===== config.mk =====
export PLATFORM = sky130hd
export DESIGN_NAME = arr_result_regs
export DESIGN_NICKNAME = d
export VERILOG_FILES = /design/src/arr_pkg.sv /design/src/arr_result_slot.sv /design/src/arr_axil_slave.sv /design/src/arr_result_regs.sv
export VERILOG_INCLUDE_DIRS = /design/src
export SDC_FILE = /design/constraint.sdc
export NUM_CORES = 1
export LEC_CHECK = 0
export ABC_AREA = 1
export BUFFER_PORTS_ARGS = -buffer_cell sky130_fd_sc_hd__buf_4
export CORE_MARGIN = 3
export CORE_UTILIZATION = 50
export CTS_BUF_LIST = sky130_fd_sc_hd__clkbuf_4 sky130_fd_sc_hd__clkbuf_8
export DETAILED_ROUTE_END_ITERATION = 10
export HOLD_SLACK_MARGIN = 0.12
export MAX_ROUTING_LAYER = met4
export PLACE_DENSITY = 0.74
export SETUP_SLACK_MARGIN = 0.2
export SYNTH_ARGS = -nofsm -noshare
export SYNTH_HDL_FRONTEND = slang
export SYNTH_SLANG_ARGS = --single-unit

===== constraint.sdc =====
create_clock -name aclk -period 1.6 [get_ports aclk]
set_clock_uncertainty 0.05 [all_clocks]
set_input_delay 0.24 -clock aclk [delete_from_list [all_inputs] [get_ports aclk]]
set_output_delay 0.24 -clock aclk [all_outputs]
set_load 0.02 [all_outputs]

===== src/arr_params.svh =====
`ifndef ARR_PARAMS_SVH
`define ARR_PARAMS_SVH

// register byte offsets
`define ARR_OFS_SLOT6       8'h00
`define ARR_OFS_SLOT7       8'h04
`define ARR_OFS_PRIO        8'h08
`define ARR_OFS_INT_STATUS  8'h0C
`define ARR_OFS_INT_CLEAR   8'h10
`define ARR_OFS_INT_ENABLE  8'h14
`define ARR_OFS_PRIO_CTRL   8'h18

// result word layout
`define ARR_VALUE_LSB       6
`define ARR_VALUE_MSB       15
`define ARR_OVERRUN_BIT     1
`define ARR_STORED_BIT      0

// interrupt status layout
`define ARR_EV_SLOT6_STORED 0
`define ARR_EV_SLOT6_OVR    1
`define ARR_EV_SLOT7_STORED 2
`define ARR_EV_SLOT7_OVR    3
`define ARR_EV_PRIO_STORED  4
`define ARR_EV_PRIO_OVR     5

// priority control layout
`define ARR_PCTL_CH_LSB     0
`define ARR_PCTL_CH_MSB     3
`define ARR_PCTL_START_BIT  8
`define ARR_PCTL_BUSY_BIT   9

// slot codes carried on the normal result write
`define ARR_SLOT6           3'h6
`define ARR_SLOT7           3'h7

// reset values
`define ARR_RESULT_RST      10'h000
`define ARR_INT_RST         6'h00
`define ARR_CH_RST          4'h0

// bus answers
`define ARR_RESP_OKAY       2'h0
`define ARR_RESP_SLVERR     2'h2

`endif


===== src/arr_pkg.sv =====
package arr_pkg;

	typedef enum {
		ARR_SEL_SLOT6,
		ARR_SEL_SLOT7,
		ARR_SEL_PRIO,
		ARR_SEL_INT_STATUS,
		ARR_SEL_INT_CLEAR,
		ARR_SEL_INT_ENABLE,
		ARR_SEL_PRIO_CTRL,
		ARR_SEL_NONE
	} arr_sel_t;

	typedef struct packed {
		logic        valid;
		logic [2:0]  slot;
		logic [9:0]  value;
	} arr_norm_wr_t;

	typedef struct packed {
		logic        valid;
		logic [9:0]  value;
	} arr_prio_wr_t;

	typedef struct packed {
		logic        valid;
		logic [3:0]  channel;
	} arr_prio_req_t;

	typedef struct packed {
		logic        valid;
		logic [7:0]  addr;
		logic [31:0] data;
		logic [3:0]  strb;
	} arr_reg_wr_t;

	typedef struct packed {
		logic        valid;
		logic [7:0]  addr;
	} arr_reg_rd_t;

	typedef struct packed {
		logic [9:0]  value;
		logic        stored;
		logic        overrun;
	} arr_slot_state_t;

	typedef struct packed {
		logic        aw_held;
		logic [7:0]  aw_addr;
		logic        w_held;
		logic [31:0] w_data;
		logic [3:0]  w_strb;
		logic        bvalid;
		logic [1:0]  bresp;
		logic        rvalid;
		logic [31:0] rdata;
		logic [1:0]  rresp;
	} arr_axil_state_t;

	typedef struct packed {
		logic [5:0]  int_status;
		logic [5:0]  int_enable;
		logic [3:0]  prio_channel;
		logic        prio_busy;
		logic        prio_req_valid;
		logic [3:0]  prio_req_channel;
	} arr_top_state_t;

endpackage


===== src/arr_result_slot.sv =====
`timescale 1ns/1ps
`include "arr_params.svh"

module arr_result_slot
(
	input  wire logic                    aclk,
	input  wire logic                    aresetn,
	input  wire logic                    wr_valid,
	input  wire logic [9:0]              wr_value,
	input  wire logic                    rd_clr,
	output arr_pkg::arr_slot_state_t     state,
	output logic                         stored_evt,
	output logic                         overrun_evt
);
	import arr_pkg::*;

	arr_slot_state_t st;
	arr_slot_state_t next_st;

	// an overwrite counts as overrun only if the old value was not read in this cycle
	assign stored_evt  = wr_valid;
	assign overrun_evt = wr_valid && st.stored && !rd_clr;
	assign state       = st;

	always_comb
	begin
		next_st = st;
		if (rd_clr)
		begin
			next_st.stored  = 1'b0;
			next_st.overrun = 1'b0;
		end
		// the new result wins over a read clear in the same cycle
		if (wr_valid)
		begin
			next_st.value  = wr_value;
			next_st.stored = 1'b1;
			if (overrun_evt)
			begin
				next_st.overrun = 1'b1;
			end
		end
	end

	always_ff @(posedge aclk)
	begin
		if (!aresetn)
		begin
			st <= '{value: `ARR_RESULT_RST, stored: 1'b0, overrun: 1'b0};
		end
		else
		begin
			st <= next_st;
		end
	end

endmodule


===== src/arr_axil_slave.sv =====
`timescale 1ns/1ps
`include "arr_params.svh"

module arr_axil_slave
#(
	parameter int ADDR_WIDTH = 8
)
(
	input  wire logic                    aclk,
	input  wire logic                    aresetn,
	input  wire logic [ADDR_WIDTH-1:0]   s_axi_awaddr,
	input  wire logic                    s_axi_awvalid,
	output logic                         s_axi_awready,
	input  wire logic [31:0]             s_axi_wdata,
	input  wire logic [3:0]              s_axi_wstrb,
	input  wire logic                    s_axi_wvalid,
	output logic                         s_axi_wready,
	output logic [1:0]                   s_axi_bresp,
	output logic                         s_axi_bvalid,
	input  wire logic                    s_axi_bready,
	input  wire logic [ADDR_WIDTH-1:0]   s_axi_araddr,
	input  wire logic                    s_axi_arvalid,
	output logic                         s_axi_arready,
	output logic [31:0]                  s_axi_rdata,
	output logic [1:0]                   s_axi_rresp,
	output logic                         s_axi_rvalid,
	input  wire logic                    s_axi_rready,
	output arr_pkg::arr_reg_wr_t         reg_wr,
	output arr_pkg::arr_reg_rd_t         reg_rd,
	input  wire logic                    wr_err,
	input  wire logic [31:0]             rd_data,
	input  wire logic                    rd_err
);
	import arr_pkg::*;

	arr_axil_state_t st;
	arr_axil_state_t next_st;
	logic            aw_take;
	logic            w_take;
	logic            ar_take;

	// addresses above the 8-bit window are folded into an unmapped code
	function automatic logic [7:0] arr_fold(input logic [ADDR_WIDTH-1:0] a);
		logic [31:0] wide;
		wide = 32'(a);
		arr_fold = (wide[31:8] != 24'h000000) ? 8'hFF : wide[7:0];
	endfunction

	assign s_axi_awready = !st.aw_held && !st.bvalid;
	assign s_axi_wready  = !st.w_held && !st.bvalid;
	assign s_axi_arready = !st.rvalid;
	assign aw_take       = s_axi_awvalid && s_axi_awready;
	assign w_take        = s_axi_wvalid && s_axi_wready;
	assign ar_take       = s_axi_arvalid && s_axi_arready;

	assign reg_wr = '{valid: st.aw_held && st.w_held && !st.bvalid,
		addr: st.aw_addr, data: st.w_data, strb: st.w_strb};
	// read side effects happen on the address handshake itself
	assign reg_rd = '{valid: ar_take, addr: arr_fold(s_axi_araddr)};

	assign s_axi_bvalid = st.bvalid;
	assign s_axi_bresp  = st.bresp;
	assign s_axi_rvalid = st.rvalid;
	assign s_axi_rdata  = st.rdata;
	assign s_axi_rresp  = st.rresp;

	always_comb
	begin
		next_st = st;
		if (aw_take)
		begin
			next_st.aw_held = 1'b1;
			next_st.aw_addr = arr_fold(s_axi_awaddr);
		end
		if (w_take)
		begin
			next_st.w_held = 1'b1;
			next_st.w_data = s_axi_wdata;
			next_st.w_strb = s_axi_wstrb;
		end
		if (reg_wr.valid)
		begin
			next_st.aw_held = 1'b0;
			next_st.w_held  = 1'b0;
			next_st.bvalid  = 1'b1;
			next_st.bresp   = wr_err ? `ARR_RESP_SLVERR : `ARR_RESP_OKAY;
		end
		if (st.bvalid && s_axi_bready)
		begin
			next_st.bvalid = 1'b0;
		end
		if (ar_take)
		begin
			next_st.rvalid = 1'b1;
			next_st.rdata  = rd_data;
			next_st.rresp  = rd_err ? `ARR_RESP_SLVERR : `ARR_RESP_OKAY;
		end
		else if (st.rvalid && s_axi_rready)
		begin
			next_st.rvalid = 1'b0;
		end
	end

	always_ff @(posedge aclk)
	begin
		if (!aresetn)
		begin
			st <= '0;
		end
		else
		begin
			st <= next_st;
		end
	end

	// refused at elaboration: the fold needs at least the 8-bit window
	if (ADDR_WIDTH < 8 || ADDR_WIDTH > 32)
	begin : g_width_check
		$error("arr_axil_slave: ADDR_WIDTH must lie in 8..32");
	end

endmodule


===== src/arr_result_regs.sv =====
`timescale 1ns/1ps
`include "arr_params.svh"

module arr_result_regs
#(
	parameter int ADDR_WIDTH = 8
)
(
	input  wire logic                    aclk,
	input  wire logic                    aresetn,
	input  wire logic [ADDR_WIDTH-1:0]   s_axi_awaddr,
	input  wire logic                    s_axi_awvalid,
	output logic                         s_axi_awready,
	input  wire logic [31:0]             s_axi_wdata,
	input  wire logic [3:0]              s_axi_wstrb,
	input  wire logic                    s_axi_wvalid,
	output logic                         s_axi_wready,
	output logic [1:0]                   s_axi_bresp,
	output logic                         s_axi_bvalid,
	input  wire logic                    s_axi_bready,
	input  wire logic [ADDR_WIDTH-1:0]   s_axi_araddr,
	input  wire logic                    s_axi_arvalid,
	output logic                         s_axi_arready,
	output logic [31:0]                  s_axi_rdata,
	output logic [1:0]                   s_axi_rresp,
	output logic                         s_axi_rvalid,
	input  wire logic                    s_axi_rready,
	input  wire arr_pkg::arr_norm_wr_t   norm_wr,
	input  wire arr_pkg::arr_prio_wr_t   prio_wr,
	output arr_pkg::arr_prio_req_t       prio_req,
	output logic                         irq
);
	import arr_pkg::*;

	arr_top_state_t  st;
	arr_top_state_t  next_st;
	arr_reg_wr_t     reg_wr;
	arr_reg_rd_t     reg_rd;
	arr_sel_t        wr_sel;
	arr_sel_t        rd_sel;
	arr_slot_state_t slot6;
	arr_slot_state_t slot7;
	arr_slot_state_t prio;
	logic            slot6_wr;
	logic            slot7_wr;
	logic            slot6_clr;
	logic            slot7_clr;
	logic            prio_clr;
	logic [5:0]      events;
	logic            slot6_st_ev;
	logic            slot6_ov_ev;
	logic            slot7_st_ev;
	logic            slot7_ov_ev;
	logic            prio_st_ev;
	logic            prio_ov_ev;
	logic [31:0]     rd_data;
	logic            rd_err;
	logic            wr_err;
	logic            start_hit;

	function automatic arr_sel_t arr_decode(input logic [7:0] a);
		case (a)
			`ARR_OFS_SLOT6:      arr_decode = ARR_SEL_SLOT6;
			`ARR_OFS_SLOT7:      arr_decode = ARR_SEL_SLOT7;
			`ARR_OFS_PRIO:       arr_decode = ARR_SEL_PRIO;
			`ARR_OFS_INT_STATUS: arr_decode = ARR_SEL_INT_STATUS;
			`ARR_OFS_INT_CLEAR:  arr_decode = ARR_SEL_INT_CLEAR;
			`ARR_OFS_INT_ENABLE: arr_decode = ARR_SEL_INT_ENABLE;
			`ARR_OFS_PRIO_CTRL:  arr_decode = ARR_SEL_PRIO_CTRL;
			default:             arr_decode = ARR_SEL_NONE;
		endcase
	endfunction

	// packs one result slot into its bus word
	function automatic logic [31:0] arr_result_word(input arr_slot_state_t s);
		logic [31:0] w;
		w = 32'h00000000;
		w[`ARR_VALUE_MSB:`ARR_VALUE_LSB] = s.value;
		w[`ARR_OVERRUN_BIT] = s.overrun;
		w[`ARR_STORED_BIT]  = s.stored;
		arr_result_word = w;
	endfunction

	arr_axil_slave #(
		.ADDR_WIDTH (ADDR_WIDTH)
	) u_bus (
		.aclk          (aclk),
		.aresetn       (aresetn),
		.s_axi_awaddr  (s_axi_awaddr),
		.s_axi_awvalid (s_axi_awvalid),
		.s_axi_awready (s_axi_awready),
		.s_axi_wdata   (s_axi_wdata),
		.s_axi_wstrb   (s_axi_wstrb),
		.s_axi_wvalid  (s_axi_wvalid),
		.s_axi_wready  (s_axi_wready),
		.s_axi_bresp   (s_axi_bresp),
		.s_axi_bvalid  (s_axi_bvalid),
		.s_axi_bready  (s_axi_bready),
		.s_axi_araddr  (s_axi_araddr),
		.s_axi_arvalid (s_axi_arvalid),
		.s_axi_arready (s_axi_arready),
		.s_axi_rdata   (s_axi_rdata),
		.s_axi_rresp   (s_axi_rresp),
		.s_axi_rvalid  (s_axi_rvalid),
		.s_axi_rready  (s_axi_rready),
		.reg_wr        (reg_wr),
		.reg_rd        (reg_rd),
		.wr_err        (wr_err),
		.rd_data       (rd_data),
		.rd_err        (rd_err)
	);

	assign wr_sel = arr_decode(reg_wr.addr);
	assign rd_sel = arr_decode(reg_rd.addr);

	// routing of finished normal conversions by slot code
	assign slot6_wr = norm_wr.valid && (norm_wr.slot == `ARR_SLOT6);
	assign slot7_wr = norm_wr.valid && (norm_wr.slot == `ARR_SLOT7);

	// one word read covers value and both flags, so it clears both
	assign slot6_clr = reg_rd.valid && (rd_sel == ARR_SEL_SLOT6);
	assign slot7_clr = reg_rd.valid && (rd_sel == ARR_SEL_SLOT7);
	assign prio_clr  = reg_rd.valid && (rd_sel == ARR_SEL_PRIO);

	arr_result_slot u_slot6 (
		.aclk        (aclk),
		.aresetn     (aresetn),
		.wr_valid    (slot6_wr),
		.wr_value    (norm_wr.value),
		.rd_clr      (slot6_clr),
		.state       (slot6),
		.stored_evt  (slot6_st_ev),
		.overrun_evt (slot6_ov_ev)
	);

	arr_result_slot u_slot7 (
		.aclk        (aclk),
		.aresetn     (aresetn),
		.wr_valid    (slot7_wr),
		.wr_value    (norm_wr.value),
		.rd_clr      (slot7_clr),
		.state       (slot7),
		.stored_evt  (slot7_st_ev),
		.overrun_evt (slot7_ov_ev)
	);

	// separate instance keeps priority overruns apart from normal slots
	arr_result_slot u_prio (
		.aclk        (aclk),
		.aresetn     (aresetn),
		.wr_valid    (prio_wr.valid),
		.wr_value    (prio_wr.value),
		.rd_clr      (prio_clr),
		.state       (prio),
		.stored_evt  (prio_st_ev),
		.overrun_evt (prio_ov_ev)
	);

	always_comb
	begin
		events = 6'h00;
		events[`ARR_EV_SLOT6_STORED] = slot6_st_ev;
		events[`ARR_EV_SLOT6_OVR]    = slot6_ov_ev;
		events[`ARR_EV_SLOT7_STORED] = slot7_st_ev;
		events[`ARR_EV_SLOT7_OVR]    = slot7_ov_ev;
		events[`ARR_EV_PRIO_STORED]  = prio_st_ev;
		events[`ARR_EV_PRIO_OVR]     = prio_ov_ev;
	end

	// read mux; result writes are accepted and dropped
	always_comb
	begin
		rd_data = 32'h00000000;
		rd_err  = 1'b0;
		case (rd_sel)
			ARR_SEL_SLOT6:      rd_data = arr_result_word(slot6);
			ARR_SEL_SLOT7:      rd_data = arr_result_word(slot7);
			ARR_SEL_PRIO:       rd_data = arr_result_word(prio);
			ARR_SEL_INT_STATUS: rd_data = {26'h0, st.int_status};
			ARR_SEL_INT_CLEAR:  rd_data = 32'h00000000;
			ARR_SEL_INT_ENABLE: rd_data = {26'h0, st.int_enable};
			ARR_SEL_PRIO_CTRL:
			begin
				rd_data[`ARR_PCTL_CH_MSB:`ARR_PCTL_CH_LSB] = st.prio_channel;
				rd_data[`ARR_PCTL_BUSY_BIT] = st.prio_busy;
			end
			default:            rd_err = 1'b1;
		endcase
	end

	assign wr_err    = (wr_sel == ARR_SEL_NONE);
	assign start_hit = reg_wr.valid && (wr_sel == ARR_SEL_PRIO_CTRL) && reg_wr.strb[1]
		&& reg_wr.data[`ARR_PCTL_START_BIT];

	always_comb
	begin
		next_st = st;
		next_st.prio_req_valid = 1'b0;
		// set wins over a clear landing in the same cycle
		next_st.int_status = st.int_status;
		if (reg_wr.valid && (wr_sel == ARR_SEL_INT_CLEAR) && reg_wr.strb[0])
		begin
			next_st.int_status = st.int_status & ~reg_wr.data[5:0];
		end
		next_st.int_status = next_st.int_status | events;
		if (reg_wr.valid && (wr_sel == ARR_SEL_INT_ENABLE) && reg_wr.strb[0])
		begin
			next_st.int_enable = reg_wr.data[5:0];
		end
		if (reg_wr.valid && (wr_sel == ARR_SEL_PRIO_CTRL) && reg_wr.strb[0])
		begin
			next_st.prio_channel = reg_wr.data[`ARR_PCTL_CH_MSB:`ARR_PCTL_CH_LSB];
		end
		if (prio_wr.valid)
		begin
			next_st.prio_busy = 1'b0;
		end
		// a start while one is pending is ignored; no repeat or scan here
		if (start_hit && !st.prio_busy)
		begin
			next_st.prio_busy        = 1'b1;
			next_st.prio_req_valid   = 1'b1;
			next_st.prio_req_channel = (reg_wr.strb[0]) ?
				reg_wr.data[`ARR_PCTL_CH_MSB:`ARR_PCTL_CH_LSB] : st.prio_channel;
		end
	end

	always_ff @(posedge aclk)
	begin
		if (!aresetn)
		begin
			st <= '{int_status: `ARR_INT_RST, int_enable: `ARR_INT_RST,
				prio_channel: `ARR_CH_RST, prio_busy: 1'b0,
				prio_req_valid: 1'b0, prio_req_channel: `ARR_CH_RST};
		end
		else
		begin
			st <= next_st;
		end
	end

	assign prio_req = '{valid: st.prio_req_valid, channel: st.prio_req_channel};
	assign irq      = |(st.int_status & st.int_enable);

endmodule


* Word-level counts from Yosys, hierarchy flattened *
Index checks and enable logic that the tools add are counted.

storage, ports and cells
  word-level logic and storage cells = 129
  register bits = 117
  output and inout bits = 47

operators by class
  eq/ne operators = 26
  mux-type cells = 23
  bitwise logic cells = 5
  reduce and logical (&&, ||, !) cells = 50

operators by type and width
  kind                                             count
  == test 32 x 3 -> 1 bit (second input constant)  4
  == test 32 x 4 -> 1 bit (second input constant)  4
  == test 32 x 2 -> 1 bit (second input constant)  3
  logical NOT 32 bit                               2
  == test 8 x 5 -> 1 bit (second input constant)   6
  case mux 3 bit (7 select lines)                  2
  == test 32 x 1 -> 1 bit (second input constant)  1
  == test 8 x 4 -> 1 bit (second input constant)   4
  logical AND 1 bit                                29
  case mux 5 bit (5 select lines)                  1
  case mux 4 bit (6 select lines)                  1
  case mux 6 bit (3 select lines)                  1
  == test 8 x 3 -> 1 bit (second input constant)   2
  logical NOT 8 bit                                2
  two-way mux 2 bit                                8
  bitwise AND 6 bit                                2
  two-way mux 6 bit                                2
  nonzero test 2 bit                               5
  logical NOT 1 bit                                8
  OR reduction 7 bit                               1
  == test 3 bit (second input constant)            2
  two-way mux 1 bit                                6
  NOT 6 bit                                        1
  bitwise OR 6 bit                                 1
  5 further kinds                                  6

* Longest topological paths before layout *
Gate-level depths: netlist (run 1).

  depth in word-level cells = 8
  gate-level depth with buffers = 10

* Modules after synthesis *
From an unflattened synthesis (run 1), not the netlist that was laid out.

second synthesis, totals
  cells, all modules = 986
  area total of the unflattened synthesis = 6889.1 um2

modules (own cells, without submodules)
  module           area an instance (um2)  sequential area each (um2)  cells an instance  instances
  arr_axil_slave   3921.3                  1641.6                      547                1
  arr_result_regs  1631.6                  440.4                       271                1
  arr_result_slot  445.4                   240.2                       56                 3

* Least setup slack after synthesis (run 1) *
OpenSTA, ideal clock, no wires.

  kind = flip-flop to flip-flop
  start point = register u_bus.st (netlist bit u_bus.s_axi_bvalid)
  end point = register u_bus.st (netlist bit u_bus.reg_wr[43])
  arrival = 1.374 ns
  slack = 0.057 ns
  required time = 1.431 ns
  period minus slack after synthesis = 1.543 ns
  cell stages (with the launch flop) = 6
  cell sequence = dfxtp_1 > nor2_1 > nand2_1 > buf_2 > o21ai_0 > a21oi_1

between the ends
  longest elaborated chain between the ends = 3

ends and longest elaborated chain
  what                    RTL line               text
  start, declared         arr_axil_slave.sv:36   arr_axil_state_t st;
  start signal, assigned  arr_axil_slave.sv:112  st <= next_st;
  logical NOT 1 bit       arr_axil_slave.sv:49   assign s_axi_awready = !st.aw_held && !st.bvalid;
  logical AND 1 bit       arr_axil_slave.sv:49
  net s_axi_awready       arr_result_regs.sv:13  output logic s_axi_awready,
  logical AND 1 bit       arr_axil_slave.sv:52   assign aw_take = s_axi_awvalid && s_axi_awready;

The timed path passes the listed nets, and every way through them passes these cells.
A chain may end at the register's enable or synchronous reset.

* Worst setup path after layout (run 1) *
  start point = register st[21] (netlist name)
  end point = output port irq

between the ends
  longest elaborated chain between the ends = 2

ends and longest elaborated chain
  what                    RTL line                text
  start, declared         arr_result_regs.sv:35   arr_top_state_t st;
  start signal, assigned  arr_result_regs.sv:232  st <= '{int_status: `ARR_INT_RST, int_enable: `ARR_INT_RST,
  start signal, assigned  arr_result_regs.sv:238  st <= next_st;
  bitwise AND 6 bit       arr_result_regs.sv:243  assign irq = |(st.int_status & st.int_enable);
  OR reduction 6 bit      arr_result_regs.sv:243
  end, declared           arr_result_regs.sv:31   output logic irq

Every way passes these cells.

==> metrics, run 1 <==
outcome=completed; post-synth top area cell=dfxtp_1; total wire length=11700 µm; post-synthesis cell count=621; Distinct cells, synth=28; hpwl dp=7630 µm; RSZ-0062 raised after global routing=yes; clock group share of total power=30.7%; Worst Tran Pin Value=0.583 ns; clock latency on the worst-skew pair=0.36 ns; Setup Viol. Count Final=0; # diodes=0; crit path time final=1.58 ns; Routed WL per cell=13.9 µm; Max Cap Violations=0; synth warn=0; Avg Cell Area, Syn=7.12 µm²; Comb pwr share=16.3%; CTS tree=done; first-pass GRT wire length=18100 µm; DRC viols=0; largest cells by area after synthesis=dfxtp_1 (44%), nand2_1 (11%), nor2_1 (8.3%); Leak=2.49 nW; Pwr Total=4.94 mW; Worst Setup SP=st[21]; Core ar.=8380 µm²; grt total ovfl=0; clock tree buffer depth=2; final worst slack=0.0162 ns; CP Capture Point=irq; CTS clock-pin slew for the worst setup and hold paths=0.09 ns; Crit Path Category=flip-flop to output port; Post-synth top flop=dfxtp_1; fmax=631 MHz; R2R depth=5; placed cell areas=4990 µm²; worst hold-check slack=0.109 ns; Max Slew Vio Count=0; Root Buffer=clkbuf_8; area occupied by multi-input gates=2100 µm²; ratio of cells with drive above 1 in the final layout=27.9%; worst min-delay path class=primary input to flip-flop; startpoint types=flip-flop; Max-slew headroom=61.1%; CP endpoint kind=output port; CP required=1.31 ns; Initial Util=52.7%; mapped cell area=4420 µm²; die width=100 µm; H-tree levels=3; Yosys top cell area share=43.9%; Post-synth EDFFs=0; Pint=3.55 mW; P_sw=1.39 mW; die span in y=100 µm; peak supply drop=0.550 mV; fin crit share=99.0%; DP Worst Slack=0.0894 ns; initial antenna violation count=0; Storage cell area=1960 µm²; Sw Ratio=28.1%; Yosys reg bits=97; Total GRT Usage=23.0%; Die Area=10000 µm²; sequential share of power=53.0%; most common cell in the netlist=nand2_1; largest net degree at the start of global routing=29; ANT nets after route=0; clk sinks=97; TritonCTS Buffers=9; Std-Cell Rows=33; Final Hold Fails=0; vias in the first global route=3844; Commonest cells post-synth=nand2_1 (129), nor2_1 (98), dfxtp_1 (97), o21ai_0 (57), a21oi_1 (54); asr flop ratio synth=0%; flop2flop setup slack=0.12 ns; WP data arrival=1.29 ns; Crit Path Max Fanout=2; Detailed Routing Iterations Pass 1=5; RePlAce Congestion=0.855; filler cell count in the final layout=648; fin util=69.8%; post-layout instance area=5850 µm²; Synth-to-Final Area Change=32.4%; DR vias/cell=5.10; Worst R2R End=st[14]; number of port buffers=85; Ports=131; vias after detailed routing=4292; drt initial violations=262; start of the worst register-to-register path=u_bus.reg_wr[40]; Nets=815; fraction of the yosys area taken by sequential cells=43.9%; PD cells=844 nW/µm²
==> through the flow <==
stage / instances / setup TNS (ns)
2_1_floorplan: 638 / 0
5_1_grt: 841 / -0.0171
6_report: 841 / 0
3_5_place_dp: 778 / 0
4_1_cts: 834 / 0
3_3_place_gp: 778 / 0
==> layer usage <==
layer | wire (µm) | track usage, % | up-vias
li1 | - | - | 2151
met1 | 5350 | 31.4 | 1957
met2 | 5330 | 34.8 | 157
met3 | 749 | 4.31 | 27
met4 | 277 | 7.46 | 0
met5 | 0 | - | -
==> worst min path at each step <==
stage | cells past startpoint | end | slack, ns | from
floorplan | 1 | u_bus.s_axi_bvalid | 0.29 | s_axi_bready
global placement | 2 | u_bus.s_axi_bvalid | 0.38 | s_axi_bready
detailed placement | 2 | u_bus.s_axi_bvalid | 0.38 | s_axi_bready
CTS | 3 | u_bus.reg_wr[5] | 0.12 | s_axi_wdata[1]
global route | 3 | u_bus.reg_wr[36] | 0.13 | s_axi_awaddr[0]
finish | 3 | u_bus.reg_wr[5] | 0.11 | s_axi_wdata[1]
==> critical path, cell delays in order (launching register included) <==
cell and delay [ns]:
dfxtp_2 0.33, inv_2 0.07, o22ai_2 0.11, a21oi_2 0.13
nand4_1 0.13, buf_6 0.16
==> placed cells by master (no fill, tap or decap), types with 6 or more instances in the layout <==
cell	n
dlygate4sd3_1	33
buf_4	104
nand2_2	7
o21ai_2	9
buf_6	7
nand2_1	121
dfxtp_2	11
nand3_1	36
conb_1	18
o211ai_1	6
inv_2	10
dfxtp_1	84
nor2_2	9
o21ai_0	44
a21oi_1	50
nor2_4	8
clkbuf_8	11
nor2_1	86
inv_1	39
==> power groups by stage <==
stage                     registers, mW  logic (mW)  clock network, mW
after CTS                          2.59       0.693               1.52
final                              2.62       0.805               1.51
after floorplan                    2.63       0.412                  0
after global routing               2.63       0.882               1.63
after global placement             2.64       0.578                  0
after detailed placement           2.65       0.590                  0
==> cell families (layout without fill, tap and decap cells) <==
| family | Yosys count | count (layout) | synth area share (%) |
|---|---|---|---|
| DFF | 97 | 97 | 43.9 |
| buffers and inverters | 120 | 217 | 14.3 |
| other | 1 | 18 | 0.0849 |
| muxes | 1 | 1 | 0.255 |
| and+or+nand+nor | 276 | 277 | 26.6 |
| AOI/OAI and AO/OA | 126 | 126 | 14.9 |
==> timing repair <==
| item | in CTS | in global routing |
|---|---|---|
| hold buffers | 33 | 0 |
| buffers inserted | 6 | 7 |
| endpoints found under the setup margin | 30 | 47 |
| cloned | 1 | 0 |
| hold endpoints to repair | 41 | 0 |
| pin swaps | 9 | 24 |
| gates resized for setup | 26 | 65 |
==> state kept, by name, indices dropped and copies added, names as in the netlist <==
| name | flops |
|---|---|
| prio_req | 5 |
| st | 17 |
| u_bus.reg_wr | 17 |
| u_bus.s_axi_bresp | 1 |
| u_bus.s_axi_bvalid | 1 |
| u_bus.s_axi_rdata | 16 |
| u_bus.s_axi_rresp | 1 |
| u_bus.s_axi_rvalid | 1 |
| u_bus.st | 2 |
| u_prio.state | 12 |
| u_slot6.state | 12 |
| u_slot7.state | 12 |
==> layout make-up <==
cell class	count	area share, %
well taps	105	2.25
clock buffers	12	2.72
inverters	54	3.70
multi-input cells	422	35.9
flip-flops and latches	97	33.6
repair buffers	147	21.4
clock inverters	4	0.471
(Power assumes the default switching activity.)
==> run 2, diff against run 1 <==
--- a/config.mk
+++ b/config.mk
@@ -10,7 +10,6 @@
 export BUFFER_PORTS_ARGS = -buffer_cell sky130_fd_sc_hd__buf_4
 export CORE_MARGIN = 3
 export CORE_UTILIZATION = 50
-export CTS_BUF_LIST = sky130_fd_sc_hd__clkbuf_4 sky130_fd_sc_hd__clkbuf_8
 export DETAILED_ROUTE_END_ITERATION = 10
 export HOLD_SLACK_MARGIN = 0.12
 export MAX_ROUTING_LAYER = met4
==> metrics, run 2 (synthesized netlist as in run 1, its figures left out) <==
fmax=650 MHz; DP Worst Slack=0.0894 ns; fin crit share=96.1%; ratio of cells with drive above 1 in the final layout=28.0%; startpoint types=flip-flop; die span in y=100 µm; Nets=818; Core ar.=8380 µm²; Detailed Routing Iterations Pass 1=5; met1 Resource Use GR=31.2%; vias after detailed routing=4307; WP depth=5; TritonCTS Buffers=9; GR Layer Usage met3=4.31%; Max Slew Vio Count=0; DRC viols=0; filler cell count in the final layout=643; PD cells=837 nW/µm²; crit path time final=1.54 ns; clock latency on the worst-skew pair=0.36 ns; Leak=2.50 nW; CP endpoint kind=output port; met2 Usage GRT=34.6%; Worst Hold Path Cells=3; largest net degree at the start of global routing=29; Crit Path Category=flip-flop to output port; RSZ-0062 raised after global routing=yes; setup TNS=0 ns; # diodes=0; outcome=completed; total wire length=11600 µm; peak supply drop=0.551 mV; Max Cap Violations=0; die width=100 µm; WP data arrival=1.25 ns; Worst Tran Pin Value=0.587 ns; Buf+Inv Stages, Crit Path=2; CP peak stage delay=0.34 ns; first-pass GRT wire length=18000 µm; grt total ovfl=0; Crit Path Max Fanout=2; area occupied by multi-input gates=2110 µm²; commonest non-fill, non-tap cell in the layout=nand2_1; Die Area=10000 µm²; RePlAce Congestion=0.855; Synth-to-Final Area Change=32.9%; Top Usage Layer GRT=met2; CP required=1.31 ns; clock tree buffer depth=2; Initial Util=52.7%; drt initial violations=238; Root Buffer=clkbuf_8; Max-slew headroom=60.8%; Routed WL per cell=13.7 µm; R2R depth=8; Final Hold Fails=0; vias in the first global route=3818; hpwl dp=7630 µm; CTS tree=done; Ports=131; Setup Viol. Count Final=0; DR vias/cell=5.10; Total GRT Usage=22.9%; Worst path top cell family by delay=flip-flops; H-tree levels=3; clk sinks=97; commonest cells after routing, fill and taps aside=nand2_1 (122), buf_4 (107), nor2_1 (84), dfxtp_1 (84), a21oi_1 (51); worst-path cell chain=inv_2 > o22ai_2 > a21oi_2 > nand4_1 > buf_6; ANT nets after route=0; number of port buffers=85; initial antenna violation count=0; CTS clock-pin slew for the worst setup and hold paths=0.09 ns; final worst slack=0.0626 ns; crit path max-delay cell type=dfxtp_2; worst min-delay path class=primary input to flip-flop; Std-Cell Rows=33; Storage cell area=1960 µm²
-- run 2: cell type report --
type                            instances  area share [%]
Clock inverter                          4           0.469
Timing Repair Buffer                  150            21.7
Sequential cell                        97            33.4
Tap cell                              105            2.24
Clock buffer                           12            2.64
Inverter                               54            3.69
Multi-Input combinational cell        422            35.9
-- run 2: repair_timing --
| action | CTS | global route |
|---|---|---|
| cloned | 1 | 0 |
| setup endpoints to repair | 30 | 47 |
| endpoints found under the hold margin | 41 | 0 |
| hold buffers | 33 | 0 |
| resized for setup | 26 | 66 |
| pin swaps | 9 | 22 |
| setup buffers | 6 | 10 |
-- run 2: power breakdown --
group          switching, mW  internal (mW)  total, mW
Combinational          0.442          0.367      0.809
Sequential            0.0950           2.52       2.62
Clock                  0.843          0.649       1.49
Total                   1.38           3.54       4.92
-- run 2: worst paths after layout --
check,from,to,slack (ns)
hold / removal,s_axi_wdata[1],u_bus.reg_wr[5],0.11
setup reg to reg,u_bus.reg_wr[43],st[15],0.13
hold reg to reg,u_prio.state[0],u_prio.state[0],0.41
setup / recovery,st[14],irq,0.06
-- run 2: metrics by stage --
| stage | total power, mW | std cells | hold WS (ns) | area, µm² | util (%) |
|---|---|---|---|---|---|
| 4_1_cts | 4.79 | 834 | 0.125 | 5600 | 66.9 |
| 6_report | 4.92 | 844 | 0.110 | 5870 | 70.1 |
| 3_5_place_dp | 3.24 | 778 | 0.382 | 4990 | 59.5 |
| 5_1_grt | 5.12 | 844 | 0.134 | 5870 | 70.1 |
| 2_1_floorplan | 3.04 | 638 | 0.289 | 4500 | - |
| 3_3_place_gp | 3.22 | 778 | 0.380 | 4990 | 59.5 |
-- run 2: tightest hold or removal path, stage by stage --
cell	delay, ns
buf_4	0.08
o21ai_1	0.06
a21oi_1	0.10
-- run 2: metal layers --
metal,up-vias,routed length (µm)
li1,2156,-
met1,1963,5280
met2,163,5260
met3,25,767
met4,0,283
met5,-,0
==> run 3, diff against run 2 <==
--- a/config.mk
+++ b/config.mk
@@ -10,6 +10,7 @@
 export BUFFER_PORTS_ARGS = -buffer_cell sky130_fd_sc_hd__buf_4
 export CORE_MARGIN = 3
 export CORE_UTILIZATION = 50
+export CTS_CLUSTER_SIZE = 28
 export DETAILED_ROUTE_END_ITERATION = 10
 export HOLD_SLACK_MARGIN = 0.12
 export MAX_ROUTING_LAYER = met4
==> constraint.sdc (replaced) <==
create_clock -name aclk -period 1.8 [get_ports aclk]
set_clock_uncertainty 0.05 [all_clocks]
set_input_delay 0.27 -clock aclk [delete_from_list [all_inputs] [get_ports aclk]]
set_output_delay 0.27 -clock aclk [all_outputs]
set_load 0.02 [all_outputs]
==> metrics, run 3 (synthesized netlist as in run 1, its figures left out) <==
final worst slack=0.251 ns; Ports=131; crit path time final=1.55 ns; Final Hold Fails=0; crit path max-delay cell type=dfxtp_2; vias after detailed routing=4129; die span in y=100 µm; CP Capture Point=irq; CP endpoint kind=output port; post-layout instance area=5370 µm²; peak supply drop=0.444 mV; largest net degree at the start of global routing=29; initial antenna violation count=0; Std-Cell Rows=33; R2R depth=6; # diodes=0; RSZ-0062 raised after global routing=yes; number of port buffers=85; Comb pwr share=13.1%; Die Area=10000 µm²; Max Slew Vio Count=0; fin crit share=86.1%; Sw Ratio=26.6%; fmax=646 MHz; first-pass GRT wire length=17500 µm; ANT nets after route=0; Worst R2R End=st[12]; Total GRT Usage=22.3%; commonest non-fill, non-tap cell in the layout=nand2_1; Detailed Routing Iterations Pass 1=5; Core ar.=8380 µm²; clock latency on the worst-skew pair=0.36 ns; startpoint types=flip-flop; CTS tree=done; RePlAce Congestion=0.870; PD cells=798 nW/µm²; Crit Path Max Fanout=2; sequential share of power=53.7%; outcome=completed; TritonCTS Buffers=9; worst min-delay path class=primary input to flip-flop; worst-path cell chain=inv_2 > o22ai_2 > a21oi_2 > nand4_1 > buf_6; clock tree buffer depth=2; CTS clock-pin slew for the worst setup and hold paths=0.09 ns; vias in the first global route=3784; die width=100 µm; grt total ovfl=0; WP depth=5; commonest cells after routing, fill and taps aside=nand2_1 (128), nor2_1 (98), buf_4 (95), dfxtp_1 (93), o21ai_0 (56); Initial Util=52.7%; Leak=2.33 nW; drt initial violations=212; WP data arrival=1.23 ns; clock group share of total power=33.2%; Pwr Total=4.29 mW; Worst Setup SP=st[15]; Pint=3.15 mW; start of the worst register-to-register path=u_bus.reg_wr[41]; H-tree levels=3; placed cell areas=4910 µm²; Worst path top cell family by delay=flip-flops; P_sw=1.14 mW; ratio of cells with drive above 1 in the final layout=19.4%; Setup Viol. Count Final=0; DRC viols=0; Root Buffer=clkbuf_8; total wire length=10900 µm; CP required=1.48 ns; hpwl dp=7680 µm; Routed WL per cell=13.4 µm; Max Cap Violations=0; CP peak stage delay=0.33 ns; fin util=64.1%; Synth-to-Final Area Change=21.6%; filler cell count in the final layout=762; flop2flop setup slack=0.31 ns; setup TNS=0 ns; DR vias/cell=5.08; DP Worst Slack=0.211 ns; Crit Path Category=flip-flop to output port; Buf+Inv Stages, Crit Path=2; clk sinks=97; Nets=787
==> run 3: changes by cell type in the layout (fill, tap and decap cells not counted), moves of 4 or more <==
| cell | previous run | this run |
|---|---|---|
| o21ai_0 | 45 | 56 |
| nand2_1 | 122 | 128 |
| dlygate4sd3_1 | 33 | 24 |
| buf_6 | 7 | 1 |
| nor2_2 | 9 | 3 |
| nand2_2 | 6 | 1 |
| o21ai_2 | 8 | 0 |
| inv_2 | 11 | 7 |
| dfxtp_1 | 84 | 93 |
| dfxtp_2 | 11 | 4 |
| nor2_1 | 84 | 98 |
| inv_1 | 38 | 45 |
| buf_4 | 107 | 95 |
| nor2_4 | 10 | 2 |
==> run 3: timing repair <==
item | in CTS | in global routing
hold buffers | 24 | 0
setup endpoints to repair | 0 | 13
endpoints found under the hold margin | 32 | 0
gates resized for setup | 0 | 15
buffers inserted | 0 | 0
==> run 3: power by group through the flow <==
stage	clock network, mW	registers [mW]	logic [mW]
finish	1.42	2.30	0.560
global route	1.53	2.31	0.623
CTS	1.46	2.30	0.555
detailed placement	0	2.35	0.512
global placement	0	2.34	0.498
floorplan	0	2.33	0.362
==> run 3: how the worst min path moves through the flow <==
stage / from / end / slack (ns) / cells after the start
2_1_floorplan: s_axi_bready / u_bus.s_axi_bvalid / 0.32 / 1
3_3_place_gp: u_prio.state[0] / u_prio.state[0] / 0.39 / 2
3_5_place_dp: u_slot7.state[11] / u_slot7.state[11] / 0.39 / 2
4_1_cts: prio_wr[9] / u_prio.state[11] / 0.12 / 3
5_1_grt: s_axi_awaddr[1] / u_bus.reg_wr[37] / 0.12 / 3
6_report: s_axi_awaddr[1] / u_bus.reg_wr[37] / 0.13 / 3
==> run 3: area by class of cell <==
class                      instances  area [µm²]  share of cell area [%]
multi-input combinational        421        1930                    35.9
timing repair buffer             120         965                    18.0
clock inverter                     4        52.6                   0.978
tap                              105         131                    2.45
sequential                        97        1950                    36.2
clock buffer                      12         145                    2.70
inverter                          54         204                    3.80
==> run 3: stage by stage <==
step | cells | hold WS [ns]
6_report | 813 | 0.127
5_1_grt | 813 | 0.120
4_1_cts | 813 | 0.120
3_5_place_dp | 773 | 0.395
3_3_place_gp | 773 | 0.388
2_1_floorplan | 638 | 0.319
==> run 3: per-layer routing <==
| metal | vias up | GRT usage [%] | wire (µm) |
|---|---|---|---|
| li1 | 2085 | - | - |
| met1 | 1860 | 30.4 | 5030 |
| met2 | 164 | 34.1 | 4850 |
| met3 | 20 | 2.85 | 740 |
| met4 | 0 | 8.50 | 246 |
| met5 | - | - | 0 |
==> run 3: worst min-delay path: cells and delay by family <==
family / cells / cell delay (ns)
buffers and inverters: 1 / 0.07
AO/OA/AOI/OAI: 2 / 0.17
